File: src/common/pdc_pkg.sv
// constants, field layout and helpers of the packet command decoder
// Behaviour
// RULE1: control packet carries id 2, fields fixed
// RULE2: set force bit decodes exactly that frame
// RULE3: single phase bit picks one or all phases
// RULE4: phase mode change waits for block 0
// RULE5: phase field maps by data rate
// RULE6: forward errored or time block info words 2-4
// RULE7: restart bit restarts minute timer from zero
// RULE8: address end flag after last address word
// RULE9: run bit enables processing, else low power
// RULE10: host spaces run bit changes 2ms apart
// RULE11: host turns off with off, on, off
// RULE12: first gap at least larger shutdown or 2ms
// RULE13: second gap 2ms to warm-up minus 2ms
// RULE14: every frame packet carries id 3
// RULE15: mode active on nonzero counter or force
// RULE16: every frame mode requests end-of-frame status
// RULE17: decoder increments, host command decrements counters
// RULE18: counters saturate at 127 and 0
// RULE19: counters cleared on reset and turn off
// RULE20: decrement bit lowers every frame counter by one
// RULE21: force bit forces every frame mode
// RULE22: each set bit lowers matching temp counter
// RULE23: ignore zero bits, apply after whole packet
package pdc_pkg;
  localparam int PKT_BITS = 32;
  localparam logic [7:0] CTRL_ID = 8'h02;
  localparam logic [7:0] EVERY_ID = 8'h03;
  localparam int ID_LSB = 24;
  localparam int FORCE_LSB = 16;
  localparam int ONE_PHASE_BIT = 14;
  localparam int PHASE_LSB = 12;
  localparam int FWD_BIT = 6;
  localparam int RESTART_BIT = 4;
  localparam int END_EN_BIT = 1;
  localparam int RUN_BIT = 0;
  localparam int CNT_DEC_BIT = 23;
  localparam int FORCE_ALL_BIT = 22;
  localparam int TEMP_DEC_LSB = 0;
  localparam int N_TEMP = 16;
  localparam int N_CNT = 17;
  localparam int CNT_W = 7;
  localparam logic [6:0] CNT_MAX = 7'h7f;
  localparam logic [6:0] CNT_ZERO = 7'h00;
  localparam logic [7:0] OFF_CTRL = 8'h00;
  localparam logic [7:0] OFF_EVERY = 8'h04;
  localparam logic [7:0] OFF_STATUS = 8'h08;
  localparam logic [7:0] OFF_CNT_BASE = 8'h40;
  localparam logic [7:0] OFF_CNT_LAST = 8'h80;
  localparam int ST_RUN = 0;
  localparam int ST_EVERY = 1;
  localparam int ST_ADDR_END = 2;
  localparam int ST_ONE_PHASE = 3;
  localparam int ST_PHASE_LSB = 4;
  localparam int ST_FORCE = 6;
  localparam int ST_BIF = 7;
  localparam int ST_END_EN = 8;
  localparam int ST_FORCE_LSB = 16;
  localparam logic [1:0] RATE_1600 = 2'h0;
  localparam logic [1:0] RATE_3200 = 2'h1;
  localparam logic [1:0] RATE_6400 = 2'h2;
  localparam logic [2:0] BIW_FIRST = 3'h2;
  localparam logic [2:0] BIW_LAST = 3'h4;
  localparam logic [6:0] FORCE_FRAMES = 7'h08;
  localparam longint CLK_HZ = 64'd200000000;
  localparam longint MINUTE_S = 64'd60;
  localparam longint MINUTE_CYCLES = MINUTE_S * CLK_HZ;

  // phase lane 0..3 = a..d for a phase field at a data rate
  function automatic logic [1:0] phase_of(input logic [1:0] rate, input logic [1:0] code);
    logic [1:0] lane;
    lane = 2'h0;
    if (rate == RATE_3200)
      lane = {code[1], 1'b0};
    else if (rate == RATE_6400)
      lane = code;
    return lane;
  endfunction : phase_of
endpackage : pdc_pkg

File: src/common/pkt_if.sv
// one received four-byte packet between receiver and command logic
interface pkt_if;
  logic valid;
  logic [31:0] word;
  modport src (output valid, output word);
  modport dst (input valid, input word);
endinterface : pkt_if

File: src/core/pkt_receiver.sv
// serial packet receiver: synchronises link pins, shifts 32 bits msb first
module pkt_receiver (
  input wire logic clk, // system clock
  input wire logic srst, // sync reset
  input wire logic link_sck, // host serial clock pin
  input wire logic link_mosi, // host serial data pin
  input wire logic link_sel_n, // host select pin, low active
  pkt_if.src pkt // completed packet
);
  logic [2:0] s1;
  logic [2:0] s2;
  logic sck_d;
  logic [4:0] nbits;
  logic [31:0] shift;
  logic valid;
  logic [31:0] word;
  wire sck_rise = s2[0] & ~sck_d;
  wire selected = ~s2[2];
  wire last_bit = sck_rise && selected && nbits == 5'(pdc_pkg::PKT_BITS - 1);
  wire [31:0] next_shift = {shift[30:0], s2[1]};

  always_ff @(posedge clk)
  begin
    s1 <= {link_sel_n, link_mosi, link_sck};
    s2 <= s1;
    sck_d <= s2[0];
  end

  always_ff @(posedge clk)
  begin
    if (srst || !selected)
    begin
      nbits <= 5'h00;
      shift <= 32'h00000000;
    end
    else if (sck_rise)
    begin
      nbits <= nbits + 5'h01;
      shift <= next_shift;
    end
  end

  // packet exists only once its last bit is in
  always_ff @(posedge clk)
  begin
    if (srst)
    begin
      valid <= 1'b0;
      word <= 32'h00000000;
    end
    else
    begin
      valid <= last_bit; // RULE23
      if (last_bit)
        word <= next_shift;
    end
  end

  assign pkt.valid = valid;
  assign pkt.word = word;
endmodule : pkt_receiver

File: src/core/sat_counter_bank.sv
// bank of saturating up/down counters with clear and one read port
module sat_counter_bank #(
  parameter int N = 17,
  parameter int W = 7
) (
  input wire logic clk, // system clock
  input wire logic srst, // sync reset
  input wire logic clear, // clear all counters
  input wire logic [N-1:0] inc, // increment by one
  input wire logic [N-1:0] dec, // decrement by one
  input wire logic [4:0] sel, // read index
  output logic [W-1:0] sel_count, // selected counter
  output logic [N-1:0] nonzero // counter is nonzero
);
  logic [W-1:0] cnt [N];
  localparam logic [W-1:0] TOP = '1;

  always_ff @(posedge clk)
  begin
    for (int i = 0; i < N; i++)
    begin
      if (srst || clear)
        cnt[i] <= '0; // RULE19
      else if (inc[i] && !dec[i] && cnt[i] != TOP)
        cnt[i] <= cnt[i] + W'(1); // RULE17 RULE18
      else if (dec[i] && !inc[i] && cnt[i] != '0)
        cnt[i] <= cnt[i] - W'(1); // RULE18
    end
  end

  always_comb
  begin
    sel_count = '0;
    for (int i = 0; i < N; i++)
    begin
      nonzero[i] = cnt[i] != '0;
      if (sel == 5'(i))
        sel_count = cnt[i];
    end
  end
endmodule : sat_counter_bank

File: src/core/pager_decoder_ctrl_packets.sv
// control and every-frame packet command logic of the paging decoder
module pager_decoder_ctrl_packets #(
  parameter longint MINUTE_CYCLES = pdc_pkg::MINUTE_CYCLES
) (
  input wire logic clk, // system clock
  input wire logic srst, // sync reset
  input wire logic link_sck, // host serial clock
  input wire logic link_mosi, // host serial data
  input wire logic link_sel_n, // host select, low active
  input wire logic [7:0] addr, // register byte address
  input wire logic [31:0] wdata, // register write data
  input wire logic wr, // write strobe
  input wire logic rd, // read strobe
  output logic [31:0] rdata, // read data, cycle after rd
  input wire logic [1:0] data_rate, // current data rate code
  input wire logic frame_start, // pulse, frame begins
  input wire logic [6:0] frame_num, // frame number at frame_start
  input wire logic block0, // pulse, block 0 of decoded frame
  input wire logic frame_end, // pulse, frame ends
  input wire logic addr_detect, // pulse, address matched
  input wire logic last_addr_word, // pulse, last address word decoded
  input wire logic biw_rx, // pulse, block info word received
  input wire logic [2:0] biw_index, // block info word number
  input wire logic biw_errored, // word uncorrectable
  input wire logic biw_time, // word carries time
  input wire logic short_vector, // pulse, temp address assigned
  input wire logic [3:0] short_vector_addr, // assigned temp address
  input wire logic long_vector, // pulse, alpha/hex/secure vector
  output logic run, // processing enabled
  output logic [7:0] frame_force_bits, // forced frames 0-7
  output logic force_decode_frame, // pulse, decode this frame
  output logic single_phase_select, // applied single phase mode
  output logic [1:0] phase_lane, // applied phase a..d
  output logic block_info_forward, // forwarding enabled
  output logic biw_send, // pulse, send word to host
  output logic minute_tick, // pulse, one minute elapsed
  output logic address_end_flag_enable, // end flag enabled
  output logic address_end_flag, // sticky end-of-addresses flag
  output logic force_every_frame, // forced every frame mode
  output logic every_frame_mode, // every frame mode active
  output logic eof_status_req // pulse, send end-of-frame status
);
  ////////////////////////////////////////////////////////////////////
  // packet sources
  pkt_if link_pkt ();

  pkt_receiver u_rx (
    .clk(clk),
    .srst(srst),
    .link_sck(link_sck),
    .link_mosi(link_mosi),
    .link_sel_n(link_sel_n),
    .pkt(link_pkt)
  );

  logic held;
  logic [31:0] held_word;
  wire bus_ctrl = wr && addr == pdc_pkg::OFF_CTRL;
  wire bus_every = wr && addr == pdc_pkg::OFF_EVERY;
  wire [31:0] bus_word = bus_ctrl ? {pdc_pkg::CTRL_ID, wdata[23:0]}
                                  : {pdc_pkg::EVERY_ID, wdata[23:0]};
  wire bus_pkt = bus_ctrl || bus_every;
  // link wins a collision, bus word waits one cycle
  wire pkt_valid = link_pkt.valid || held || bus_pkt;
  wire [31:0] pkt_word = link_pkt.valid ? link_pkt.word : (held ? held_word : bus_word);
  wire [7:0] pkt_id = pkt_word[31:pdc_pkg::ID_LSB];
  wire is_ctrl = pkt_valid && pkt_id == pdc_pkg::CTRL_ID; // RULE1
  wire is_every = pkt_valid && pkt_id == pdc_pkg::EVERY_ID; // RULE14

  always_ff @(posedge clk)
  begin
    if (srst)
    begin
      held <= 1'b0;
      held_word <= 32'h00000000;
    end
    else
    begin
      held <= link_pkt.valid ? (held || bus_pkt) : (held && bus_pkt);
      if (bus_pkt && !(link_pkt.valid && held))
        held_word <= bus_word;
    end
  end

  ////////////////////////////////////////////////////////////////////
  // control word fields
  logic one_phase_pend;
  logic [1:0] phase_pend;
  logic [1:0] phase_cur;
  wire ctrl_run = pkt_word[pdc_pkg::RUN_BIT];
  wire ctrl_restart = is_ctrl && pkt_word[pdc_pkg::RESTART_BIT];
  wire [7:0] ctrl_force = pkt_word[pdc_pkg::FORCE_LSB +: 8];
  wire next_run = is_ctrl ? ctrl_run : run;
  wire turn_off = run && !next_run;
  wire apply_phase = !run || block0;

  always_ff @(posedge clk)
  begin
    if (srst)
    begin
      run <= 1'b0;
      frame_force_bits <= 8'h00;
      one_phase_pend <= 1'b0;
      phase_pend <= 2'h0;
      block_info_forward <= 1'b0;
      address_end_flag_enable <= 1'b0;
    end
    else if (is_ctrl)
    begin
      run <= ctrl_run; // RULE9
      frame_force_bits <= ctrl_force;
      one_phase_pend <= pkt_word[pdc_pkg::ONE_PHASE_BIT];
      phase_pend <= pkt_word[pdc_pkg::PHASE_LSB +: 2];
      block_info_forward <= pkt_word[pdc_pkg::FWD_BIT];
      address_end_flag_enable <= pkt_word[pdc_pkg::END_EN_BIT];
    end
  end

  // phase mode lands at block 0 while running, at once while off
  always_ff @(posedge clk)
  begin
    if (srst)
    begin
      single_phase_select <= 1'b0;
      phase_cur <= 2'h0;
    end
    else if (apply_phase)
    begin
      single_phase_select <= is_ctrl ? pkt_word[pdc_pkg::ONE_PHASE_BIT] : one_phase_pend; // RULE3 RULE4
      phase_cur <= is_ctrl ? pkt_word[pdc_pkg::PHASE_LSB +: 2] : phase_pend; // RULE4
    end
  end

  always_ff @(posedge clk)
  begin
    if (srst)
      phase_lane <= 2'h0;
    else
      phase_lane <= pdc_pkg::phase_of(data_rate, phase_cur); // RULE5
  end

  ////////////////////////////////////////////////////////////////////
  // frame, block info and address-end events
  wire force_hit = frame_num < pdc_pkg::FORCE_FRAMES && frame_force_bits[frame_num[2:0]];
  wire biw_in_range = biw_index >= pdc_pkg::BIW_FIRST && biw_index <= pdc_pkg::BIW_LAST;
  wire biw_go = run && biw_rx && block_info_forward && biw_in_range
                && (biw_errored || biw_time);
  logic addr_seen;
  wire ae_set = run && last_addr_word && address_end_flag_enable
                && (addr_seen || addr_detect);
  wire status_rd = rd && addr == pdc_pkg::OFF_STATUS;

  always_ff @(posedge clk)
  begin
    if (srst)
    begin
      force_decode_frame <= 1'b0;
      biw_send <= 1'b0;
      eof_status_req <= 1'b0;
    end
    else
    begin
      force_decode_frame <= run && frame_start && force_hit; // RULE2
      biw_send <= biw_go; // RULE6
      eof_status_req <= run && frame_end && every_frame_mode; // RULE16
    end
  end

  always_ff @(posedge clk)
  begin
    if (srst || frame_start)
      addr_seen <= 1'b0;
    else if (run && addr_detect)
      addr_seen <= 1'b1;
  end

  // set wins over the clear by a status read
  always_ff @(posedge clk)
  begin
    if (srst)
      address_end_flag <= 1'b0;
    else if (ae_set)
      address_end_flag <= 1'b1; // RULE8
    else if (status_rd)
      address_end_flag <= 1'b0;
  end

  ////////////////////////////////////////////////////////////////////
  // minute timer
  logic [35:0] minute_count;
  wire minute_wrap = minute_count == 36'(MINUTE_CYCLES - 64'd1);

  always_ff @(posedge clk)
  begin
    if (srst || ctrl_restart || minute_wrap || !run)
      minute_count <= 36'h000000000; // RULE7
    else
      minute_count <= minute_count + 36'h000000001;
  end

  always_ff @(posedge clk)
  begin
    if (srst)
      minute_tick <= 1'b0;
    else
      minute_tick <= run && minute_wrap && !ctrl_restart;
  end

  ////////////////////////////////////////////////////////////////////
  // every frame counters: 0..15 temp addresses, 16 every frame
  logic [pdc_pkg::N_CNT-1:0] inc;
  logic [pdc_pkg::N_CNT-1:0] dec;
  logic [pdc_pkg::N_CNT-1:0] nonzero;
  logic [6:0] sel_count;
  wire [7:0] cnt_off = addr - pdc_pkg::OFF_CNT_BASE;
  wire cnt_rd = addr >= pdc_pkg::OFF_CNT_BASE && addr <= pdc_pkg::OFF_CNT_LAST;

  always_comb
  begin
    inc = '0;
    dec = '0;
    if (run && short_vector)
      inc[short_vector_addr] = 1'b1; // RULE17
    inc[pdc_pkg::N_TEMP] = run && long_vector; // RULE17
    if (is_every)
    begin
      dec[pdc_pkg::N_TEMP-1:0] = pkt_word[pdc_pkg::TEMP_DEC_LSB +: pdc_pkg::N_TEMP]; // RULE22
      dec[pdc_pkg::N_TEMP] = pkt_word[pdc_pkg::CNT_DEC_BIT]; // RULE20
    end
  end

  sat_counter_bank #(
    .N(pdc_pkg::N_CNT),
    .W(pdc_pkg::CNT_W)
  ) u_cnt (
    .clk(clk),
    .srst(srst),
    .clear(turn_off), // RULE19
    .inc(inc),
    .dec(dec),
    .sel(cnt_off[6:2]),
    .sel_count(sel_count),
    .nonzero(nonzero)
  );

  always_ff @(posedge clk)
  begin
    if (srst)
      force_every_frame <= 1'b0;
    else if (is_every)
      force_every_frame <= pkt_word[pdc_pkg::FORCE_ALL_BIT]; // RULE21
  end

  always_ff @(posedge clk)
  begin
    if (srst)
      every_frame_mode <= 1'b0;
    else
      every_frame_mode <= (|nonzero) || force_every_frame; // RULE15
  end

  ////////////////////////////////////////////////////////////////////
  // register read port
  logic [31:0] status_word;

  always_comb
  begin
    status_word = 32'h00000000;
    status_word[pdc_pkg::ST_RUN] = run;
    status_word[pdc_pkg::ST_EVERY] = every_frame_mode;
    status_word[pdc_pkg::ST_ADDR_END] = address_end_flag;
    status_word[pdc_pkg::ST_ONE_PHASE] = single_phase_select;
    status_word[pdc_pkg::ST_PHASE_LSB +: 2] = phase_lane;
    status_word[pdc_pkg::ST_FORCE] = force_every_frame;
    status_word[pdc_pkg::ST_BIF] = block_info_forward;
    status_word[pdc_pkg::ST_END_EN] = address_end_flag_enable;
    status_word[pdc_pkg::ST_FORCE_LSB +: 8] = frame_force_bits;
  end

  wire cnt_word_ok = cnt_rd && cnt_off[1:0] == 2'h0;
  wire [31:0] next_rdata = status_rd ? status_word
                         : (cnt_word_ok ? {25'h0, sel_count} : 32'h00000000);

  always_ff @(posedge clk)
  begin
    if (srst)
      rdata <= 32'h00000000;
    else if (rd)
      rdata <= next_rdata;
    else
      rdata <= 32'h00000000;
  end

  ////////////////////////////////////////////////////////////////////
  // checks
  property p_run_apply;
    @(posedge clk) disable iff (srst)
    is_ctrl |=> run == $past(pkt_word[pdc_pkg::RUN_BIT]);
  endproperty
  a_run_apply: assert property (p_run_apply) else $error("run bit not applied"); // RULE9

  property p_foreign_id;
    @(posedge clk) disable iff (srst)
    pkt_valid && pkt_id != pdc_pkg::CTRL_ID && pkt_id != pdc_pkg::EVERY_ID
      |=> $stable(run) && $stable(force_every_frame);
  endproperty
  a_foreign_id: assert property (p_foreign_id) else $error("foreign packet acted"); // RULE1

  property p_force_frame;
    @(posedge clk) disable iff (srst)
    run && frame_start && frame_num < pdc_pkg::FORCE_FRAMES
      && frame_force_bits[frame_num[2:0]] |=> force_decode_frame;
  endproperty
  a_force_frame: assert property (p_force_frame) else $error("forced frame missed"); // RULE2

  property p_phase_hold;
    @(posedge clk) disable iff (srst)
    $changed(single_phase_select) && $past(run) |-> $past(block0);
  endproperty
  a_phase_hold: assert property (p_phase_hold) else $error("phase mode moved early"); // RULE4

  property p_phase_1600;
    @(posedge clk) disable iff (srst)
    data_rate == pdc_pkg::RATE_1600 |=> phase_lane == 2'h0;
  endproperty
  a_phase_1600: assert property (p_phase_1600) else $error("phase not a at low rate"); // RULE5

  property p_biw;
    @(posedge clk) disable iff (srst)
    biw_send |-> $past(block_info_forward) && $past(biw_index) >= pdc_pkg::BIW_FIRST
      && $past(biw_index) <= pdc_pkg::BIW_LAST;
  endproperty
  a_biw: assert property (p_biw) else $error("block info word sent wrongly"); // RULE6

  property p_minute;
    @(posedge clk) disable iff (srst)
    ctrl_restart ##1 run [*3] |-> minute_count == 36'h000000002;
  endproperty
  a_minute: assert property (p_minute) else $error("minute timer not restarted"); // RULE7

  property p_addr_end;
    @(posedge clk) disable iff (srst)
    $rose(address_end_flag) |-> $past(address_end_flag_enable) && $past(last_addr_word);
  endproperty
  a_addr_end: assert property (p_addr_end) else $error("address end raised wrongly"); // RULE8

  property p_every_force;
    @(posedge clk) disable iff (srst)
    is_every && pkt_word[pdc_pkg::FORCE_ALL_BIT] |=> ##1 every_frame_mode;
  endproperty
  a_every_force: assert property (p_every_force) else $error("force not honoured"); // RULE21

  property p_eof;
    @(posedge clk) disable iff (srst)
    run && frame_end && every_frame_mode |=> eof_status_req;
  endproperty
  a_eof: assert property (p_eof) else $error("end-of-frame status missing"); // RULE16

  property p_off_clear;
    @(posedge clk) disable iff (srst)
    turn_off |=> nonzero == '0 ##1 (every_frame_mode == force_every_frame);
  endproperty
  a_off_clear: assert property (p_off_clear) else $error("counters kept at turn off"); // RULE19

  property p_mode_source;
    @(posedge clk) disable iff (srst)
    every_frame_mode |-> $past(|nonzero) || $past(force_every_frame);
  endproperty
  a_mode_source: assert property (p_mode_source) else $error("mode without cause"); // RULE15

  c_turn_off: cover property (@(posedge clk) disable iff (srst)
    $fell(run) ##[1:1000] $rose(run) ##[1:1000] $fell(run));
  c_every_mode: cover property (@(posedge clk) disable iff (srst) $rose(every_frame_mode));
  c_addr_end: cover property (@(posedge clk) disable iff (srst) $rose(address_end_flag));
endmodule : pager_decoder_ctrl_packets

File: config.mk
export PLATFORM = sky130hd
export DESIGN_NAME = pager_decoder_ctrl_packets
export DESIGN_NICKNAME = d
export VERILOG_FILES = /design/src/common/pdc_pkg.sv /design/src/common/pkt_if.sv /design/src/core/pkt_receiver.sv /design/src/core/sat_counter_bank.sv /design/src/core/pager_decoder_ctrl_packets.sv
export SDC_FILE = /design/constraint.sdc
export NUM_CORES = 1
export LEC_CHECK = 0
export BUFFER_PORTS_ARGS = -buffer_cell sky130_fd_sc_hd__buf_2
export CORE_ASPECT_RATIO = 1.5
export CORE_MARGIN = 3
export CORE_UTILIZATION = 40
export CTS_CLUSTER_SIZE = 25
export DETAILED_ROUTE_END_ITERATION = 10
export PLACE_DENSITY = 0.69
export SETUP_SLACK_MARGIN = 0.02
export SYNTH_ARGS = -nofsm -noshare
export SYNTH_HDL_FRONTEND = slang
export SYNTH_SLANG_ARGS = --single-unit
export TNS_END_PERCENT = 100
File: constraint.sdc
create_clock -name clk -period 3.24 [get_ports clk]
set_clock_uncertainty 0.1 [all_clocks]
set_input_delay 0.324 -clock clk [delete_from_list [all_inputs] [get_ports clk]]
set_output_delay 0.324 -clock clk [all_outputs]
set_load 0.05 [all_outputs]
-- Yosys cells after proc, flatten, opt, wreduce, memory -nomap -nowiden
Memories as Yosys holds them, arrays and structs flattened.
Cells that the tools add are included.
- bits in registers: 204
- memory bits (writable): 119
- input bits: 73
- output and inout bits: 53
- logic and storage cells: 525
- memories: 1
- memories (memory ; depth ; width ; rd ports ; clocked after Yosys merged registers in ; write ports ; line ; text):
    u_cnt.cnt ; 17 ; 7 ; 17 ; 0 ; 17 ; sat_counter_bank.sv:15 ; logic [W-1:0] cnt [N];
- add/subtract/negate cells: 37
- order comparisons: 8
- equality and inequality tests: 41
- muxes and demuxes: 191
- bitwise operators: 39
- reductions and logical operators: 178
- operators with widths (operator ; count):
    $mux 7 ; 52
    $mux 1 ; 128
    $add 7x1->7 const B ; 17
    $ne 7x7->1 const B ; 17
    $reduce_bool 7->1 ; 17
    $sub 7x1->7 const B ; 17
    $logic_and 1x1->1 ; 101
    $mux 32 ; 2
    $eq 5x4->1 const B ; 8
    $logic_not 1->1 ; 38
    $add 36x1->36 const B ; 1
    $eq 36x34->1 const B ; 1
    $or 1x1->1 ; 34
    $mux 25 ; 1
    $mux 24 ; 1
    $eq 5x3->1 const B ; 4
    $mux 17 ; 1
    $reduce_or 17->1 ; 1
    $eq 8x2->1 const B ; 2
    $mux 16 ; 1
    $logic_or 1x1->1 ; 14
    $eq 5x2->1 const B ; 2
    $eq 5x5->1 const B ; 2
    $eq 8x3->1 const B ; 1
    25 further kinds ; 31

-- Longest topological paths before layout
Gate-level depths: netlist (run 1).
- depth after elaboration: 21
- gate-level depth with buffers: 13
- depth with buffers taken out: 10

-- Modules after synthesis
From an unflattened synthesis (run 1), not the netlist that was laid out.
- cell total of the unflattened synthesis: 2104
- area, all modules: 18112.4 um^2
- by module, submodules not included (module ; times used ; cells an instance ; area each (um^2) ; sequential area each (um^2)):
    sat_counter_bank ; 1 ; 1169 ; 10390.0 ; 3573.4
    pager_decoder_ctrl_packets ; 1 ; 622 ; 5107.4 ; 2142.1
    pkt_receiver ; 1 ; 313 ; 2615.0 ; 1521.5

-- Least setup slack after synthesis (run 1)
Ideal clock, no wire load.
- path kind: reg-to-reg
- from: reg run
- to: mem u_cnt.cnt[16][2] (data pin)
- setup time: 259 ps
- arrival time: 2448 ps
- required time: 2881 ps
- setup slack: 433 ps
- stages on the path, launching flop included: 12
- buffers on the path: 2
- period minus slack after synthesis: 2807 ps
- cells stage by stage: dfxtp_1 buf_2 o211a_1 o2bb2ai_1 and3_1 clkbuf_1 xor2_1 ha_1 nor2_1 and4_1 o21ai_0 nor3b_1
- RTL lines (element ; line ; text):
    start, declared ; pager_decoder_ctrl_packets.sv:29 ; output logic run,
    start signal, assigned ; pager_decoder_ctrl_packets.sv:110 ; run <= ctrl_run;
    end, declared ; sat_counter_bank.sv:15 ;

==> out/results.md, run 1 <==
| Item | Reported |
|---|---|
| Maxcap violations | 0 |
| Peak Freq | 0.3292 GHz |
| First-pass GRT wire length | 82700 µm |
| Critical-path cell list | nor4b_2 > and3_1 > nor3_4 > buf_4 > o211ai_1 > o22ai_1 > o21a_1 |
| Vertical die dimension | 265.1 µm |
| Final antenna-violating net count | 0 |
| Layout Nets | 2250 |
| CTS max path bufs | 3 |
| Clock period minus final worst setup slack | 3.038 ns |
| Maximum fanout encountered on the critical timing path | 11 |
| Internal cell power | 6.278 mW |
| Final setup vio count | 0 |
| Clock slew at the register clock pins of the worst setup and hold paths | 0.07 ns |
| Detailed-route via count | 16240 |
| Number of instances in the synthesized netlist | 2041 |
| Buffers added on ports | 102 |
| Distinct cell type count of the synthesized netlist | 92 |
| Post-layout power | 8.427 mW |
| Critical Path Sink Type | register |
| Drt wl/cell | 19.17 µm |
| Maximum number of pins on one net before global-route repair | 67 |
| Net Sw Frac | 25.50% |
| Cell area after synthesis | 0.01791 mm² |
| Max VDD drop | 0.6308 mV |
| Share of power burned in registers | 48.9% |
| Vias in the first global route | 15510 |
| Logic gate share of total power | 7.5% |
| Static leakage | 7.289 nW |
| Outcome | complete, no violations |
| Setup TNS after final layout | 0 ns |
| Half-perimeter wire length after detailed placement | 38440 µm |
| Share of layout cells above drive strength 1 | 13.54% |
| CTS H-Tree Depth | 1 |
| Boundary Pins | 126 |
| Seq/Total Area, Yosys | 40.41% |
| Number of clock buffers inserted by TritonCTS | 29 |
| Setup Crit Path Kind | reg2reg |
| Number of flops mapped to enable cells by yosys | 119 |
| Global route total overflow | 0 |
| Core area | 0.04410 mm² |
| Die width | 178.8 µm |
| Finished Core Util | 46.17% |
| CP Data Required Time | 3.47 ns |
| Delay of the slowest cell on the worst path | 0.67 ns |
| Part of the power in the clock network | 43.6% |
| Full die area | 0.04739 mm² |
| Slowest cell on the critical path | o211ai_1 |
| Clock root cell | clkbuf_16 |
| Number of antenna violations at the first check in global routing | 5 |
| Data arrival time of the critical path | 3.27 ns |
| TritonCTS clock tree | built |
| Primary flip-flop cell chosen by synthesis mapping | dfxtp_1 |
| All-layer global routing usage | 21.57% |
| Drt drc | 0 |
| Starting DRT DRC Count | 1153 |
| Insertion delay of the later-clocked pin in the worst-skew pair | 0.58 ns |
| Fraction of synthesis flops using an asynchronous set or reset pin | 0% |
| Max-slew headroom at the worst pin | 26.42% |
| TritonRoute pass-1 iters | 5 |
| Number of failing hold endpoints at the final stage | 0 |
| NetSw | 2.149 mW |
| Gpl congestion | 1.003 |
| Actual transition at the worst max-transition pin | 1.104 ns |
| Number of synthesized register bits | 302 |
| Number of standard-cell rows in the floorplan | 94 |
| Via-to-Cell Ratio | 5.926 |
| Synthesized area divided by synthesized cell count | 8.774 µm² |
| Minimum setup slack among reg-to-reg paths | 0.20 ns |
| Clock sink count | 302 |
| Total number of yosys warnings | 0 |
| Synth-to-layout area growth | 13.71% |
| Power density over the cells | 413.8 mW/mm² |
| Max-slew violation count | 0 |
| DRT Wirelength | 52550 µm |
| Worst Hold Class | in2reg |
| Final period util | 93.75% |
| Setup repair after global routing missed its margin | false |
| Starting utilization of the core area | 40.60% |
| Critical path startpoint category | register |
-- cell families after synthesis --
group,after synthesis,synth area share (%)
and+or+nand+nor,859,24.34
AOI/OAI and AO/OA,464,17.99
DFF,302,40.41
buffers and inverters,211,5.541
muxes,98,5.750
xor gates and xnor gates,69,3.375
adders and majority gates,37,2.571
other,1,0.02094
-- cell usage after synthesis, types with 29 or more instances --
library cell | instances | share of area (%)
a21oi_1 | 150 | 4.2
and3_1 | 53 | 1.9
clkbuf_1 | 81 | 1.7
dfxtp_1 | 183 | 20
edfxtp_1 | 119 | 20
ha_1 | 36 | 2.5
inv_1 | 61 | 1.3
mux2i_1 | 77 | 4.3
nand2_1 | 257 | 5.4
nand2b_1 | 44 | 1.5
nand3_1 | 79 | 2.2
nand4_1 | 32 | 1.1
nor2_1 | 170 | 3.6
nor3_1 | 71 | 2.0
o21ai_0 | 52 | 1.5
or3_1 | 29 | 1.0
xnor2_1 | 37 | 1.8
xor2_1 | 32 | 1.6
-- power groups by stage --
stage,logic (mW),registers (mW),clock network (mW)
global placement,0.575,4.20,0
finish,0.633,4.12,3.67
global route,0.682,4.13,3.87
floorplan,0.437,4.14,0
detailed placement,0.585,4.20,0
CTS,0.620,4.12,3.73
-- path summary, 6_finish.rpt --
kind | startpoint | to | cells after the start
max reg2reg | u_rx.pkt.valid | u_cnt.cnt[15][3] | 7
max | u_rx.pkt.valid | u_cnt.cnt[15][3] | 7
min | addr[2] | held_word[24] | 3
min reg2reg | u_rx.s1[2] | u_rx.s2[2] | 0
-- cells in the final DEF (no fill, tap or decap), types with 18 or more instances in the layout --
cell type and n:
nand2_1 257, dfxtp_1 182, nor2_1 170, a21oi_1 150, edfxtp_1 119, buf_2 101, nand3_1 79, mux2i_1 77
nor3_1 70, buf_4 64, inv_1 61, and3_1 53, o21ai_0 52, nand2b_1 44, dlygate4sd3_1 39, xnor2_1 37
ha_1 36, nand4_1 32, xor2_1 32, clkbuf_16 31, or3_1 29, a221oi_1 27, a31oi_1 22, a22oi_1 19
nor2b_1 19, mux2_2 18
-- timing repair --
item	CTS	global route
hold endpoints to repair	34	0
buffers inserted	0	0
gates resized for setup	0	2
setup endpoints to repair	0	6
hold buffers	39	0
-- critical path, delay by kind of cell, from the launching register on --
kind            cells  cell delay [ns]
flops               1             0.48
buf+inv             1             0.22
compound gates      3             1.07
simple gates        3             0.93
-- layer usage --
metal | GRT usage (%) | part of all wire (%) | wire length, µm
met1 | 25.48 | 38 | 20150
met4 | 10.67 | 5.7 | 3003
met5 | 0 | 0.093 | 49
met3 | 3.270 | 6.5 | 3411
met2 | 37.74 | 49 | 25940
-- stage by stage --
step                hold WS (ns)  instance area (µm²)  instances  worst slack, ns
global placement          0.2135                18930       2647           0.2598
global route             0.08478                20360       2741          0.02788
detailed placement        0.2144                18930       2647           0.1276
floorplan                 0.2096                17960       2055           0.4335
finish                   0.07619                20360       2741           0.2024
CTS                      0.06214                20350       2740           0.1405
-- sequential cells by signal (all words and copies together) (netlist names), 2 cells and up --
name              cells
u_cnt.cnt           119
minute_count         36
u_rx.pkt.word        32
u_rx.shift           31
held_word            26
rdata                17
frame_force_bits      8
u_rx.nbits            5
u_rx.s1               3
u_rx.s2               3
phase_cur             2
phase_lane            2
phase_pend            2
-- layout make-up --
class	instances	area, µm²
fillers	4191	23740
multi-input cells	1542	9762
flip-flops and latches	302	7238
repair buffers	204	1376
clock buffers	32	789.5
well taps	576	720.7
clock inverters	22	240.2
inverters	62	232.7
diodes	1	2.502
No activity file was read; power rests on OpenSTA's default activity.
==> run 2: changes to the inputs <==
--- a/config.mk
+++ b/config.mk
@@ -6,13 +6,14 @@
 export NUM_CORES = 1
 export LEC_CHECK = 0
 export BUFFER_PORTS_ARGS = -buffer_cell sky130_fd_sc_hd__buf_2
-export CORE_ASPECT_RATIO = 1.5
+export CORE_ASPECT_RATIO = 0.6
 export CORE_MARGIN = 3
 export CORE_UTILIZATION = 40
 export CTS_CLUSTER_SIZE = 25
 export DETAILED_ROUTE_END_ITERATION = 10
+export GPL_ROUTABILITY_DRIVEN = 1
 export PLACE_DENSITY = 0.69
-export SETUP_SLACK_MARGIN = 0.02
+export SETUP_SLACK_MARGIN = 0.3
 export SYNTH_ARGS = -nofsm -noshare
 export SYNTH_HDL_FRONTEND = slang
 export SYNTH_SLANG_ARGS = --single-unit
==> run 2 against run 1 <==
Effect of this change: register-to-register slack better by 0.17 ns; cell count up 0.44%; sequential cell count unchanged; wire length up 5.0%; via count up 2.4%; sequential power about the same; largest cell class unchanged; largest power group unchanged; critical path type unchanged.
==> out/results.md, run 2 (synthesis gave the netlist of run 1 again) <==
| Item | Reported |
|---|---|
| Outcome | complete, no violations |
| Global-route met2 utilization | 33.61% |
| Clock sink count | 302 |
| Layer with the highest usage | met2 |
| Actual transition at the worst max-transition pin | 0.9536 ns |
| CTS H-Tree Depth | 1 |
| Vias in the first global route | 15340 |
| Drt wl/cell | 20.04 µm |
| DRT Wirelength | 55170 µm |
| Maxcap violations | 0 |
| All-layer global routing usage | 22.45% |
| Peak Freq | 0.3487 GHz |
| Finished Core Util | 46.72% |
| Number of clock buffers inserted by TritonCTS | 29 |
| Post-route worst hold slack | 0.02181 ns |
| Largest registers | u_cnt.cnt x119, minute_count x36, u_rx.pkt.word x32 |
| Clock period minus final worst setup slack | 2.868 ns |
| Vertical die dimension | 169.9 µm |
| Max VDD drop | 0.3683 mV |
| Number of standard-cell rows in the floorplan | 59 |
| Insertion delay of the later-clocked pin in the worst-skew pair | 0.58 ns |
| Global route total overflow | 0 |
| Buffers added on ports | 102 |
| Half-perimeter wire length after detailed placement | 40340 µm |
| Max-slew headroom at the worst pin | 35.89% |
| Number of antenna violations at the first check in global routing | 3 |
| Delay of the slowest cell on the worst path | 0.50 ns |
| Slowest cell on the critical path | edfxtp_1 |
| Share of layout cells above drive strength 1 | 14.22% |
| Maximum fanout encountered on the critical timing path | 5 |
| Power density over the cells | 400.7 mW/mm² |
| Fillers | 4108 |
| Setup repair after global routing missed its margin | true |
| Critical-path cell list | nor4_4 > nand3_1 > and3_2 > and3_2 > xor2_1 > ha_1 > nor2_1 > and4_1 > o21ai_0 > nor3b_1 |
| Via-to-Cell Ratio | 6.043 |
| Layout Nets | 2262 |
| Setup Crit Path Kind | reg2reg |
| Maximum number of pins on one net before global-route repair | 87 |
| Most frequent cell on the critical path | and3_2 |
| Commonest cells after routing, fill and taps aside | nand2_1, dfxtp_1, nor2_1 |
| Worst Hold Class | in2reg |
| Critical path startpoint category | register |
| Die width | 279.2 µm |
| First-pass GRT wire length | 86120 µm |
| Critical Path Sink Type | register |
| Final antenna-violating net count | 0 |
| Starting utilization of the core area | 40.91% |
| TritonCTS clock tree | built |
| Standard cell area after detailed placement | 0.01897 mm² |
| CTS max path bufs | 3 |
| Drt drc | 0 |
| Max FFs per register | 119 |
| Clock root cell | clkbuf_16 |
| GRT met1 Usage | 32.55% |
| CP Data Required Time | 3.46 ns |
| Final period util | 88.52% |
| Global routing met3 resource utilization | 5.073% |
| Gpl congestion | 0.9957 |
| Core area | 0.04378 mm² |
| Data arrival time of the critical path | 3.09 ns |
| Max-slew violation count | 0 |
| Leading cell type in the layout, fill and taps excluded | nand2_1 |
| Number of failing hold endpoints at the final stage | 0 |
| TritonRoute pass-1 iters | 6 |
| Detailed-route via count | 16640 |
| Setup TNS after final layout | 0 ns |
| Static leakage | 7.338 nW |
| Full die area | 0.04743 mm² |
| Boundary Pins | 126 |
| Post-route cell area | 0.02045 mm² |
| Largest register by flop count | u_cnt.cnt |
| Starting DRT DRC Count | 2119 |
| Synth-to-layout area growth | 14.21% |
| Final setup vio count | 0 |
| Clock slew at the register clock pins of the worst setup and hold paths | 0.07 ns |
## run 2: changes by cell type in the layout (fill, tap and decap cells not counted), sizes merged
cell         delta
buf            +13
clkbuf         +12
inv             -7
clkinvlp        -4
bufinv          -3
clkinv          -1
dlygate4sd3     -1
## run 2: critical path: cells and delay by family, from the launching register on
kind,cells,cell delay [ns]
XOR/XNOR,1,0.16
adder cells (fa/ha/maj),1,0.24
AO/OA/AOI/OAI,1,0.08
flip-flops,1,0.50
AND/OR/NAND/NOR,7,1.54
## run 2: power by group
part	switching, mW	internal, mW
logic	0.422	0.238
registers	0.121	4.01
clock network	1.52	1.88
total	2.07	6.13
## run 2: timing repair
action | CTS | global route
hold buffers | 38 | 0
resized for setup | 6 | 15
pin swaps | 0 | 5
buffers inserted | 0 | 9
endpoints found under the hold margin | 35 | 0
setup endpoints to repair | 20 | 45
## run 2: final cells by class
| class | instances | area, µm² | share of cell area [%] |
|---|---|---|---|
| diodes | 1 | 2.502 | 0.01224 |
| clock buffers | 44 | 887.1 | 4.338 |
| clock inverters | 7 | 36.28 | 0.1774 |
| inverters | 62 | 232.7 | 1.138 |
| multi-input cells | 1542 | 9834 | 48.09 |
| flip-flops and latches | 302 | 7239 | 35.40 |
| well taps | 579 | 724.4 | 3.542 |
| repair buffers | 216 | 1494 | 7.305 |
## run 2: through the flow
stage	instances	total power [mW]	setup slack [ns]
floorplan	2055	4.577	0.4335
global placement	2654	4.780	0.3099
detailed placement	2654	4.802	0.1507
CTS	2743	8.201	0.3285
global route	2753	8.451	0.2047
finish	2753	8.194	0.3718
## run 2: final timing paths
path              depth (start not counted)  slack (ns)              from                to
setup reg to reg                         10        0.37  u_cnt.cnt[16][4]  u_cnt.cnt[16][2]
hold reg to reg                           0        0.24        u_rx.s1[1]        u_rx.s2[1]
setup / recovery                         10        0.37  u_cnt.cnt[16][4]  u_cnt.cnt[16][2]
hold / removal                            4        0.02      biw_index[0]          biw_send
## run 2: routing by layer
layer	up-vias	wire length, µm
li1	7710	-
met1	8070	24830
met2	758	23410
met3	97	5442
met4	2	1480
met5	-	13
==> run 3: changes to the inputs <==
--- a/config.mk
+++ b/config.mk
@@ -6,7 +6,6 @@
 export NUM_CORES = 1
 export LEC_CHECK = 0
 export BUFFER_PORTS_ARGS = -buffer_cell sky130_fd_sc_hd__buf_2
-export CORE_ASPECT_RATIO = 0.6
 export CORE_MARGIN = 3
 export CORE_UTILIZATION = 40
 export CTS_CLUSTER_SIZE = 25
==> run 3 against run 2 <==
Effect of this change: cell count increased by 0.69%; clock power increased by 33%; largest power group is now clock; global-route usage decreased by 0.91 points; sequential power about the same; worst hold slack improved by 0.0086 ns; power increased by 13%; first-iteration DRC count decreased by 23%; final area increased by 2.2%.
==> out/results.md, run 3 (synthesis gave the netlist of run 1 again) <==
| Item | Reported |
|---|---|
| Fillers | 4062 |
| Vias in the first global route | 15480 |
| Via-to-Cell Ratio | 5.933 |
| Detailed-route via count | 16450 |
| Post-route cell area | 0.02090 mm² |
| Delay of the slowest cell on the worst path | 0.68 ns |
| TritonCTS clock tree | built |
| Starting DRT DRC Count | 1642 |
| Gpl congestion | 0.9786 |
| Largest registers | u_cnt.cnt x119, minute_count x36, u_rx.pkt.word x32 |
| Critical Path Sink Type | register |
| Drt drc | 0 |
| TritonRoute pass-1 iters | 6 |
| Starting utilization of the core area | 41.03% |
| Clock sink count | 302 |
| CP Data Required Time | 3.30 ns |
| Largest register by flop count | u_cnt.cnt |
| Worst slack, placed | 0.1796 ns |
| Clock root cell | clkbuf_16 |
| Max-slew violation count | 0 |
| Full die area | 0.04734 mm² |
| Data arrival time of the critical path | 2.96 ns |
| Actual transition at the worst max-transition pin | 0.8249 ns |
| Half-perimeter wire length after detailed placement | 38290 µm |
| Vertical die dimension | 217.6 µm |
| Final period util | 89.51% |
| Worst-case setup margin in the final layout | 0.3398 ns |
| Maxcap violations | 0 |
| Clock period minus final worst setup slack | 2.900 ns |
| Final antenna-violating net count | 0 |
| Post-route worst hold slack | 0.03043 ns |
| Number of non-filler instances in the completed layout | 2772 |
| Synth-to-layout area growth | 16.69% |
| Drt wl/cell | 19.13 µm |
| Boundary Pins | 126 |
| Slowest cell on the critical path | o211ai_1 |
| Number of antenna violations at the first check in global routing | 2 |
| Global route total overflow | 0 |
| Layout Nets | 2268 |
| Buffers added on ports | 102 |
| Die width | 217.6 µm |
| Ant. Diodes | 0 |
| Number of clock buffers inserted by TritonCTS | 36 |
| Share of layout cells above drive strength 1 | 15.18% |
| Number of standard-cell rows in the floorplan | 76 |
| Max FFs per register | 119 |
| Number of failing hold endpoints at the final stage | 0 |
| Leading cell type in the layout, fill and taps excluded | nand2_1 |
| Clock slew at the register clock pins of the worst setup and hold paths | 0.06 ns |
| First-pass GRT wire length | 82500 µm |
| All-layer global routing usage | 21.54% |
| Max-slew headroom at the worst pin | 44.76% |
| Final setup vio count | 0 |
| DRT Wirelength | 53020 µm |
| Peak Freq | 0.3448 GHz |
| Maximum number of pins on one net before global-route repair | 57 |
| Core area | 0.04365 mm² |
| CTS max path bufs | 3 |
| Power density over the cells | 444.3 mW/mm² |
| Critical path startpoint category | register |
| Outcome | complete, no violations |
| Insertion delay of the later-clocked pin in the worst-skew pair | 0.55 ns |
| Worst Hold Class | in2reg |
| Setup TNS after final layout | 0 ns |
| CTS H-Tree Depth | 2 |
| Maximum fanout encountered on the critical timing path | 16 |
| Setup Crit Path Kind | reg2reg |
| Setup repair after global routing missed its margin | true |
| Static leakage | 7.522 nW |
| Standard cell area after detailed placement | 0.01898 mm² |
| Critical-path cell list | buf_4 > mux2i_1 > o21ai_0 > nand3_1 > o211ai_1 |
| Commonest cells after routing, fill and taps aside | nand2_1, dfxtp_1, nor2_1 |
| Post-layout power | 9.284 mW |
| Max VDD drop | 0.4092 mV |
| Dpl cells | 2660 |
| Finished Core Util | 47.88% |
-- run 3: metal layers --
layer,vias up,routed length [µm],global-route usage (%)
li1,7719,-,-
met1,7927,22190,28.40
met2,672,24080,34.22
met3,126,4775,5.267
met4,2,1959,8.284
met5,-,17,0
-- run 3: where the power goes --
group          internal [mW]  switching [mW]  leakage (nW)
registers               4.01           0.112          2.63
clock network           2.76            1.75         0.658
logic                  0.235           0.418          4.23
total                   7.00            2.28          7.52
-- run 3: cell type report --
class	instances	area, µm²	share of cell area, %
inverter	62	232.7	1.114
clock inverter	19	284.0	1.359
tap	585	732.0	3.503
timing repair buffer	215	1468	7.024
multi-input combinational	1542	9876	47.26
sequential	302	7239	34.64
clock buffer	47	1065	5.095
-- run 3: what timing repair did --
action | CTS | global route
setup buffers | 0 | 10
endpoints found under the setup margin | 45 | 134
hold buffers | 36 | 0
pin swaps | 1 | 5
gates resized for setup | 4 | 23
endpoints found under the hold margin | 33 | 0
-- run 3: worst max-delay path, delay by kind of cell (launching register included) --
family	cells	cell delay, ns
AOI/OAI and AO/OA	2	1.26
DFF	1	0.44
buffers and inverters	1	0.33
and+or+nand+nor	1	0.21
muxes	1	0.15
-- run 3: final timing paths --
kind                                          to  cells past startpoint  slack (ns)         from
worst max-delay path            u_cnt.cnt[11][5]                      5        0.34         held
worst min-delay path                   addr_seen                      3        0.03  addr_detect
worst max register to register  u_cnt.cnt[11][5]                      5        0.34         held
worst min register to register        u_rx.s2[0]                      0        0.22   u_rx.s1[0]
